### src/pcc_pkg.sv
// Package with the register map, field layout and state types of the PWM cycle configuration block.
package pcc_pkg;

    // ------------------------------------------------------------
    // Register map
    // ------------------------------------------------------------
    localparam logic [7:0] PCC_CFG_ADDR = 8'hf7;
    localparam int         PCC_NMOD     = 3;
    localparam logic [PCC_NMOD-1:0][7:0] PCC_CMP_LO_ADDR = {8'heb, 8'he9, 8'hfb};
    localparam logic [PCC_NMOD-1:0][7:0] PCC_CMP_HI_ADDR = {8'hec, 8'hea, 8'hfc};

    // ------------------------------------------------------------
    // Field positions and reset values
    // ------------------------------------------------------------
    localparam int         PCC_SEL_BIT    = 7;
    localparam int         PCC_IEN_BIT    = 6;
    localparam int         PCC_FLAG_BIT   = 5;
    localparam int         PCC_LEN_LSB    = 0;
    localparam logic [7:0] PCC_CFG_RST    = 8'h00;
    localparam logic [15:0] PCC_CMP_RST   = 16'h0000;
    localparam logic [3:0] PCC_LEN_BASE   = 4'h8;

    // ------------------------------------------------------------
    // Types
    // ------------------------------------------------------------
    typedef enum logic [1:0] {
        PCC_LEN_8  = 2'b00,
        PCC_LEN_9  = 2'b01,
        PCC_LEN_10 = 2'b10,
        PCC_LEN_11 = 2'b11
    } pcc_len_t;

    typedef struct packed {
        logic       reload_reg_select;
        logic       cycle_ovf_irq_enable;
        logic       cycle_ovf_flag;
        pcc_len_t   cycle_length_select;
    } pcc_cfg_t;

    typedef struct packed {
        logic       wr;
        logic       rd;
        logic [7:0] addr;
        logic [7:0] wdata;
    } pcc_sfr_req_t;

    typedef struct packed {
        logic [PCC_NMOD-1:0] pwm_enable;
        logic [PCC_NMOD-1:0] wide_pwm_select;
    } pcc_mode_t;

    typedef struct packed {
        pcc_cfg_t                     cfg;
        logic [PCC_NMOD-1:0][15:0]    cmp;
        logic [PCC_NMOD-1:0][15:0]    rld;
        logic [7:0]                   rdata;
        logic                         ovf_pulse;
    } pcc_state_t;

endpackage

### src/pcc_pwm_cycle.sv
// PWM cycle length configuration, cycle overflow flag and compare/auto-reload register access.
module pcc_pwm_cycle (
    // Clock and reset
    input  wire logic                                   ref_clk_i,
    input  wire logic                                   sys_rst_i,
    // Special-function register access
    input  wire pcc_pkg::pcc_sfr_req_t                  sfr_req_i,
    output logic [7:0]                                  sfr_rdata_o,
    // Main counter and module modes
    input  wire logic [15:0]                            main_array_counter_i,
    input  wire logic                                   cnt_tick_i,
    input  wire pcc_pkg::pcc_mode_t                     mode_i,
    // Outputs toward the PWM generators
    output logic [3:0]                                  cycle_bits_o,
    output logic [pcc_pkg::PCC_NMOD-1:0][15:0]          module_compare_value_o,
    output logic                                        cycle_ovf_o,
    output logic                                        cycle_ovf_irq_o
);
    import pcc_pkg::*;

    pcc_state_t st_r;
    pcc_state_t st_nxt;
    logic       ovf_hit;
    logic [15:0] len_mask;
    logic [PCC_NMOD-1:0] use_short;

    // ------------------------------------------------------------
    // Cycle overflow detection
    // ------------------------------------------------------------
    // The counter value is the one before the tick, so an all-ones low field means it wraps on this tick.
    always_comb begin
        unique case (st_r.cfg.cycle_length_select)
            PCC_LEN_8:  len_mask = 16'h00ff;
            PCC_LEN_9:  len_mask = 16'h01ff;
            PCC_LEN_10: len_mask = 16'h03ff;
            PCC_LEN_11: len_mask = 16'h07ff;
        endcase
        ovf_hit = cnt_tick_i && ((main_array_counter_i & len_mask) == len_mask);
        for (int m = 0; m < PCC_NMOD; m++) begin
            use_short[m] = mode_i.pwm_enable[m] && !mode_i.wide_pwm_select[m];
        end
    end

    // ------------------------------------------------------------
    // Next state
    // ------------------------------------------------------------
    always_comb begin
        st_nxt = st_r;
        st_nxt.ovf_pulse = ovf_hit;
        st_nxt.rdata = 8'h00;
        if (sfr_req_i.wr && sfr_req_i.addr == PCC_CFG_ADDR) begin
            st_nxt.cfg.reload_reg_select    = sfr_req_i.wdata[PCC_SEL_BIT];
            st_nxt.cfg.cycle_ovf_irq_enable = sfr_req_i.wdata[PCC_IEN_BIT];
            st_nxt.cfg.cycle_ovf_flag       = sfr_req_i.wdata[PCC_FLAG_BIT];
            st_nxt.cfg.cycle_length_select  = pcc_len_t'(sfr_req_i.wdata[PCC_LEN_LSB +: 2]);
        end
        // Hardware set wins over a software clear in the same cycle.
        if (ovf_hit) begin
            st_nxt.cfg.cycle_ovf_flag = 1'b1;
        end
        for (int m = 0; m < PCC_NMOD; m++) begin
            // A reload only matters once the cycle is longer than 8 bits.
            if (ovf_hit && use_short[m] && st_r.cfg.cycle_length_select != PCC_LEN_8) begin
                st_nxt.cmp[m] = st_r.rld[m];
            end
            if (sfr_req_i.wr && sfr_req_i.addr == PCC_CMP_LO_ADDR[m]) begin
                if (st_r.cfg.reload_reg_select) begin
                    st_nxt.rld[m][7:0] = sfr_req_i.wdata;
                end else begin
                    st_nxt.cmp[m][7:0] = sfr_req_i.wdata;
                end
            end
            if (sfr_req_i.wr && sfr_req_i.addr == PCC_CMP_HI_ADDR[m]) begin
                if (st_r.cfg.reload_reg_select) begin
                    st_nxt.rld[m][15:8] = sfr_req_i.wdata;
                end else begin
                    st_nxt.cmp[m][15:8] = sfr_req_i.wdata;
                end
            end
            if (sfr_req_i.rd && sfr_req_i.addr == PCC_CMP_LO_ADDR[m]) begin
                st_nxt.rdata = st_r.cfg.reload_reg_select ? st_r.rld[m][7:0] : st_r.cmp[m][7:0];
            end
            if (sfr_req_i.rd && sfr_req_i.addr == PCC_CMP_HI_ADDR[m]) begin
                st_nxt.rdata = st_r.cfg.reload_reg_select ? st_r.rld[m][15:8] : st_r.cmp[m][15:8];
            end
        end
        if (sfr_req_i.rd && sfr_req_i.addr == PCC_CFG_ADDR) begin
            st_nxt.rdata = {st_r.cfg.reload_reg_select, st_r.cfg.cycle_ovf_irq_enable,
                            st_r.cfg.cycle_ovf_flag, 3'h0, st_r.cfg.cycle_length_select};
        end
    end

    // ------------------------------------------------------------
    // State register
    // ------------------------------------------------------------
    always_ff @(posedge ref_clk_i) begin
        if (sys_rst_i) begin
            st_r.cfg.reload_reg_select    <= PCC_CFG_RST[PCC_SEL_BIT];
            st_r.cfg.cycle_ovf_irq_enable <= PCC_CFG_RST[PCC_IEN_BIT];
            st_r.cfg.cycle_ovf_flag       <= PCC_CFG_RST[PCC_FLAG_BIT];
            st_r.cfg.cycle_length_select  <= pcc_len_t'(PCC_CFG_RST[PCC_LEN_LSB +: 2]);
            st_r.cmp       <= {PCC_NMOD{PCC_CMP_RST}};
            st_r.rld       <= {PCC_NMOD{PCC_CMP_RST}};
            st_r.rdata     <= 8'h00;
            st_r.ovf_pulse <= 1'b0;
        end else begin
            st_r <= st_nxt;
        end
    end

    assign sfr_rdata_o            = st_r.rdata;
    assign module_compare_value_o = st_r.cmp;
    assign cycle_bits_o           = PCC_LEN_BASE + {2'h0, st_r.cfg.cycle_length_select};
    assign cycle_ovf_o            = st_r.ovf_pulse;
    assign cycle_ovf_irq_o        = st_r.cfg.cycle_ovf_flag && st_r.cfg.cycle_ovf_irq_enable;

    // Software strobe on the configuration register; several checks must leave that cycle out.
    logic cfg_wr;
    assign cfg_wr = sfr_req_i.wr && sfr_req_i.addr == PCC_CFG_ADDR;
endmodule

### config.mk
export PLATFORM = sky130hd
export DESIGN_NAME = pcc_pwm_cycle
export DESIGN_NICKNAME = d
export VERILOG_FILES = /design/src/pcc_pkg.sv /design/src/pcc_pwm_cycle.sv
export SDC_FILE = /design/constraint.sdc
export NUM_CORES = 1
export LEC_CHECK = 0
export BUFFER_PORTS_ARGS = -buffer_cell sky130_fd_sc_hd__buf_2
export CAP_MARGIN = 20
export CORE_UTILIZATION = 56
export DETAILED_ROUTE_END_ITERATION = 10
export PLACE_DENSITY = 0.79
export SLEW_MARGIN = 0
export SYNTH_ARGS = -nofsm -noshare
export SYNTH_HDL_FRONTEND = slang
export SYNTH_SLANG_ARGS = --single-unit
### constraint.sdc
create_clock -name ref_clk_i -period 2.5 [get_ports ref_clk_i]
set_input_delay 0.5 -clock ref_clk_i [delete_from_list [all_inputs] [get_ports ref_clk_i]]
set_output_delay 0.5 -clock ref_clk_i [all_outputs]
set_load 0.1 [all_outputs]
==> summary.md, run 1 <==
| Metric | Value |
|---|---|
| Setup TNS | `0 ps` |
| Yosys cell types | `41` |
| Layout net count | `706` |
| GRT Util Overall | `26.3%` |
| Multi-input gate area | `3010 um2` |
| Worst skew pair latency | `360 ps` |
| WP data required | `2780 ps` |
| N_diodes | `0` |
| WP data arrival | `2400 ps` |
| Layout cells sized above 1 | `21.6%` |
| TritonCTS Buffers | `9` |
| Max Cap Violations | `0` |
| Avg Cell Area, Syn | `9.18 um2` |
| Largest net degree at the start of global routing | `57` |
| Worst setup SP type | `flop` |
| CTS tree | `built` |
| Top cells by area, synth | `dfxtp_1 37%, mux2i_1 25%, buf_4 7.7%` |
| Pre-antenna DRT Iters | `5` |
| Hold Fails Final Rpt | `0` |
| Fill cell count | `910` |
| Crit path max fanout | `16` |
| I/O Pins | `105` |
| Inst Count DP | `788` |
| Worst Tran Pin Value | `583 ps` |
| Die height | `104 um` |
| Vias in the first global route | `4502` |
| EDFF count, synth | `0` |
| Starting density of the core | `57.4%` |
| Pwr/cell area | `491 nW/um2` |
| Clk Tree Root Cell | `clkbuf_8` |
| Setup Buffers After CTS | `0` |
| Min Hold Slack | `518 ps` |
| H-tree levels | `3` |
| Core area | `10200 um2` |
| Syn Inst Count | `640` |
| Slew margin rel. | `61.0%` |
| Cts hold-fix bufs | `0` |
| Rows | `37` |
| Antenna violations before repair | `0` |
| Num Clock Sinks | `110` |
| Final instance area | `6250 um2` |
| Register area share after synthesis | `37.5%` |
| Global-route wire length before repair | `22.8 mm` |
| Post-route ant nets | `0` |
| Vias | `4760` |
| CTS resizes | `0` |
| Main synth FF type | `dfxtp_1` |
| Top cell type by total area after synthesis | `dfxtp_1` |
| Unrepaired setup endpoints after global routing | `false` |
| HP Class | `in2reg` |
| Clock skew | `9.12 ps` |
| Yosys reg bits | `110` |
| DR WL/cell | `17.8 um` |
| Achievable frequency | `470 MHz` |
| Placed Area | `6040 um2` |
| Net count after synthesis | `683` |
| Commonest non-fill, non-tap cell in the layout | `mux2i_1` |
| Gr ovfl total | `0` |
| VDD IR max | `0.000313 V` |
| Placer Congestion | `0.943` |
| Vias per inst | `5.93` |
| Syn. warnings | `0` |
| Final number of max-transition violations | `0` |
| Most frequent cells in the layout | `146 x mux2i_1, 109 x nor2_1, 109 x dfxtp_1` |
| Initial DRC Count | `339` |
| Buffers added on ports | `97` |
| DRC violations left | `0` |
| Final worst-path cycle share | `85.1%` |
| Post-Syn Area | `5880 um2` |
| Register area | `2200 um2` |
| Area grow syn2layout | `6.43%` |
| Top-area cell type share of the netlist area | `37.5%` |
| Die ar. | `10900 um2` |
| Final critical-path required period | `2130 ps` |
| Drt total wl | `14.3 mm` |
| Crit path kind | `reg2reg` |
| Hpwl dp | `10.0 mm` |
| Post-synth ARST share | `0%` |
| CTS clk-pin slew, worst paths | `100 ps` |
| Status | `finished clean` |
| Longest Clk Path Bufs | `2` |
| CP Capture Type | `flop` |
| Lkg Pwr | `0.00289 uW` |
| Final setup viols | `0` |
| Die width | `104 um` |
| Number of cells in the finished layout apart from fillers | `803` |
[kinds of logic (layout without fill, tap and decap cells)]
group | after synthesis | after routing | share of synthesized area (%)
compound gates | 103 | 103 | 12.7
buf+inv | 109 | 136 | 11.4
flops | 110 | 110 | 37.5
mux | 148 | 148 | 25.3
other cells | 2 | 2 | 0.128
simple gates | 168 | 168 | 13.1
[through the flow]
| step | setup slack (ps) | power (uW) | utilization, % |
|---|---|---|---|
| final | 372 | 3070 | 61.1 |
| after global routing | 236 | 3160 | 61.1 |
| after CTS | 365 | 3080 | 61.1 |
| after detailed placement | 129 | 1970 | 59.1 |
| after global placement | 185 | 1970 | 59.1 |
| after floorplan | 444 | 1900 | - |
[synthesized netlist by cell type (3+ instances only)]
master,count
a211oi_1,49
a21oi_1,5
a22o_1,7
a22oi_1,5
and3_1,4
buf_2,9
buf_4,60
buf_6,3
clkbuf_1,33
dfxtp_1,110
inv_1,4
mux2i_1,146
nand2_1,14
nand2b_1,3
nand3_1,10
nand4_2,3
nor2_1,109
nor2b_1,7
nor3_1,4
o21ai_0,15
o22ai_1,12
[critical path, stage by stage (launching register included)]
cell       delay, ps
dfxtp_1          360
or2_1            350
a2111oi_4        510
nand4_2          140
buf_4            250
mux2i_1          150
a211oi_1         270
[routing by layer]
layer | track usage [%] | routed length (um) | vias up | share of wire [%]
met5 | 0 | 0 | - | 0
met4 | 8.67 | 346 | 0 | 2.4
met3 | 5.39 | 1070 | 24 | 7.4
met2 | 42.4 | 6670 | 178 | 47
met1 | 35.0 | 6250 | 2289 | 44
li1 | - | - | 2269 | -
[sequential cells by signal, indices dropped and copies added, names as in the netlist]
name	flops
module_compare_value_o	48
cycle_ovf_o	1
st_r	53
sfr_rdata_o	8
[layout make-up]
class	count	share of cell area [%]
multi-input cells	421	48.1
repair buffers	117	10.4
clock inverters	6	1.40
flip-flops and latches	110	35.2
clock buffers	9	1.98
inverters	4	0.240
well taps	136	2.72
[final timing paths]
check                           from                    endpoint  slack, ps  depth (start not counted)
max                        st_r[106]  module_compare_value_o[43]        370                          6
max reg2reg                st_r[106]  module_compare_value_o[43]        370                          6
min          main_array_counter_i[3]                 cycle_ovf_o        520                          5
min reg2reg                 st_r[54]                    st_r[54]        540                          2
[power by group]
| part | internal [uW] | switching (uW) |
|---|---|---|
| Clock | 557 | 576 |
| Sequential | 1750 | 1.61 |
| Combinational | 46.3 | 136 |
Note: power is estimated with default switching activity, not from simulation.
==> run 2, diff against run 1 <==
--- a/config.mk
+++ b/config.mk
@@ -7,9 +7,10 @@
 export LEC_CHECK = 0
 export BUFFER_PORTS_ARGS = -buffer_cell sky130_fd_sc_hd__buf_2
 export CAP_MARGIN = 20
-export CORE_UTILIZATION = 56
+export CORE_UTILIZATION = 51
 export DETAILED_ROUTE_END_ITERATION = 10
-export PLACE_DENSITY = 0.79
+export PLACE_DENSITY = 0.76
+export RECOVER_POWER = 100
 export SLEW_MARGIN = 0
 export SYNTH_ARGS = -nofsm -noshare
 export SYNTH_HDL_FRONTEND = slang
==> constraint.sdc (replaced) <==
create_clock -name ref_clk_i -period 1.7 [get_ports ref_clk_i]
set_input_delay 0 -clock ref_clk_i [delete_from_list [all_inputs] [get_ports ref_clk_i]]
set_output_delay 0 -clock ref_clk_i [all_outputs]
set_load 0.1 [all_outputs]
==> summary.md, run 2 (synthesis gave the netlist of run 1 again) <==
| Metric | Value |
|---|---|
| Layout net count | `723 (was 706)` |
| Slowest CP cell | `dfxtp_2 (was a2111oi_4)` |
| Unrepaired setup endpoints after global routing | `true (was false)` |
| Register area | `2200 um2 (about the same)` |
| Pre-antenna DRT Iters | `5 (unchanged)` |
| Commonest non-fill, non-tap cell in the layout | `mux2i_1 (unchanged)` |
| CP Capture Type | `flop (unchanged)` |
| H-tree levels | `3 (unchanged)` |
| Drt total wl | `15.4 mm (was 14.3 mm)` |
| Number of cells in the finished layout apart from fillers | `825 (was 803)` |
| Crit path kind | `reg2reg (unchanged)` |
| Die width | `109 um (was 104 um)` |
| Worst skew pair latency | `350 ps (was 360 ps)` |
| Antenna violations before repair | `0 (unchanged)` |
| CTS clk-pin slew, worst paths | `70 ps (was 100 ps)` |
| Pwr/cell area | `763 nW/um2 (was 491 nW/um2)` |
| Hpwl dp | `10.8 mm (was 10.0 mm)` |
| Clock skew | `5.50 ps (was 9.12 ps)` |
| Placed Area | `6260 um2 (was 6040 um2)` |
| DRC violations left | `0 (unchanged)` |
| Tot Pwr | `5080 uW (was 3070 uW)` |
| Largest Register | `st_r (unchanged)` |
| Cts hold-fix bufs | `0 (unchanged)` |
| Clk Tree Root Cell | `clkbuf_16 (was clkbuf_8)` |
| Most frequent cells in the layout | `142 x mux2i_1, 109 x nor2_1, 108 x dfxtp_1 (was 146 x mux2i_1, 109 x nor2_1, 109 x dfxtp_1)` |
| Fill cell count | `953 (was 910)` |
| Final WS setup | `-155 ps (was 372 ps)` |
| GRT Util Overall | `26.6% (was 26.3%)` |
| Largest net degree at the start of global routing | `41 (was 57)` |
| Setup TNS | `-3230 ps (was 0 ps)` |
| Final number of max-transition violations | `0 (unchanged)` |
| CP top delay family | `compound AO/OA/AOI/OAI gates (unchanged)` |
| Vias per inst | `5.85 (was 5.93)` |
| TritonCTS Buffers | `9 (unchanged)` |
| Final worst-path cycle share | `109% (was 85.1%)` |
| Layout cells sized above 1 | `26.3% (was 21.6%)` |
| Post-route ant nets | `0 (unchanged)` |
| WP data required | `1950 ps (was 2780 ps)` |
| Num Clock Sinks | `110 (unchanged)` |
| Max reg flops | `53 (unchanged)` |
| Worst setup SP type | `flop (unchanged)` |
| Critical Path Source | `st_r[105] (was st_r[106])` |
| Lkg Pwr | `0.00299 uW (was 0.00289 uW)` |
| Final setup viols | `53 (was 0)` |
| Global-route wire length before repair | `24.3 mm (was 22.8 mm)` |
| Buffers added on ports | `97 (unchanged)` |
| N_diodes | `0 (unchanged)` |
| Longest Clk Path Bufs | `2 (unchanged)` |
| Gr ovfl total | `0 (unchanged)` |
| Slew margin rel. | `56.6% (was 61.0%)` |
| Die ar. | `12000 um2 (was 10900 um2)` |
| Max Cap Violations | `0 (unchanged)` |
| Area grow syn2layout | `13.4% (was 6.43%)` |
| Achievable frequency | `539 MHz (was 470 MHz)` |
| Rows | `38 (was 37)` |
| CTS tree | `built (unchanged)` |
| Crit path max fanout | `16 (unchanged)` |
| Multi-input gate area | `3120 um2 (was 3010 um2)` |
| I/O Pins | `105 (unchanged)` |
| Starting density of the core | `53.3% (was 57.4%)` |
| Failing checks | `negative setup slack` |
| Vias in the first global route | `4709 (was 4502)` |
| Slowest cell delay on critical path | `320 ps (was 510 ps)` |
| DR WL/cell | `18.6 um (was 17.8 um)` |
| Worst Tran Pin Value | `650 ps (was 583 ps)` |
| Worst r2r src | `st_r[105] (was st_r[106])` |
| Inst Count DP | `808 (was 788)` |
| Cell Chain, Critical Path | `or2_4 -> a2111oi_4 -> buf_4 -> nand4_4 -> buf_12 -> mux2i_1 -> a211oi_1 (was or2_1 -> a2111oi_4 -> nand4_2 -> buf_4 -> mux2i_1 -> a211oi_1)` |
| Worst path bufs/invs | `2 (was 1)` |
| Hold Fails Final Rpt | `0 (unchanged)` |
| HP Class | `in2reg (unchanged)` |
| VDD IR max | `0.000393 V (was 0.000313 V)` |
| Final instance area | `6670 um2 (was 6250 um2)` |
| Die height | `109 um (was 104 um)` |
| Placer Congestion | `0.891 (was 0.943)` |
| Final critical-path required period | `1860 ps (was 2130 ps)` |
| Status | `complete, but fails checks (was finished clean)` |
| WP data arrival | `2100 ps (was 2400 ps)` |
| Core area | `11000 um2 (was 10200 um2)` |
| Vias | `4826 (was 4760)` |
| Hold Crit Start | `sys_rst_i (was main_array_counter_i[3])` |
| Initial DRC Count | `309 (was 339)` |
-- run 2: cell count changes in the layout (fill, tap and decap cells not counted), moves of 2 or more --
cell and change:
buf_2 -59, clkbuf_2 +59, buf_4 +10, clkbuf_16 +10
a211oi_1 -9, a211oi_2 +9, clkbuf_8 -6, mux2i_1 -4
mux2i_2 +4, buf_12 +3, nand4_2 -3, nand4_4 +3
buf_6 +2
-- run 2: where the power goes --
part,internal [uW],switching (uW),total [uW],leakage [uW]
clock,1270,959,2230,0.000151
combinational,70.6,207,277,0.00196
sequential,2580,2.55,2580,0.000887
-- run 2: metal layers --
| metal | global-route usage, % | share of wire, % | vias to the layer above |
|---|---|---|---|
| met5 | 0 | 0 | - |
| met4 | 10.2 | 2.5 | 0 |
| met3 | 3.91 | 5.8 | 27 |
| met2 | 44.5 | 48 | 179 |
| met1 | 34.6 | 44 | 2330 |
| li1 | - | - | 2290 |
-- run 2: stage by stage --
| step | hold slack, ps | util, % | setup slack, ps |
|---|---|---|---|
| after detailed placement | 425 | 56.8 | -131 |
| after global placement | 410 | 56.8 | -58.2 |
| after global routing | 86.8 | 60.4 | -192 |
| after floorplan | 183 | - | -317 |
| after CTS | 57.0 | 59.9 | -142 |
| final | 64.3 | 60.4 | -155 |
-- run 2: area by class of cell --
cell class / instances / share of cell area, %
Clock buffer: 12 / 4.00
Multi-Input combinational cell: 421 / 46.7
Clock inverter: 4 / 0.807
Tap cell: 140 / 2.63
Sequential cell: 110 / 33.1
Inverter: 4 / 0.225
Timing Repair Buffer: 134 / 12.5
-- run 2: what timing repair did --
| action | CTS | global route |
|---|---|---|
| setup endpoints to repair | 48 | 63 |
| resized for setup | 2 | 21 |
| buffers inserted | 0 | 0 |
| pin swaps | 1 | 1 |
| gates cloned | 1 | 0 |
-- run 2: final timing paths --
kind	slack, ps	cells after the start	end
setup reg to reg	-160	7	module_compare_value_o[3]
setup / recovery	-160	7	module_compare_value_o[3]
hold reg to reg	530	2	st_r[49]
hold / removal	60	2	st_r[49]
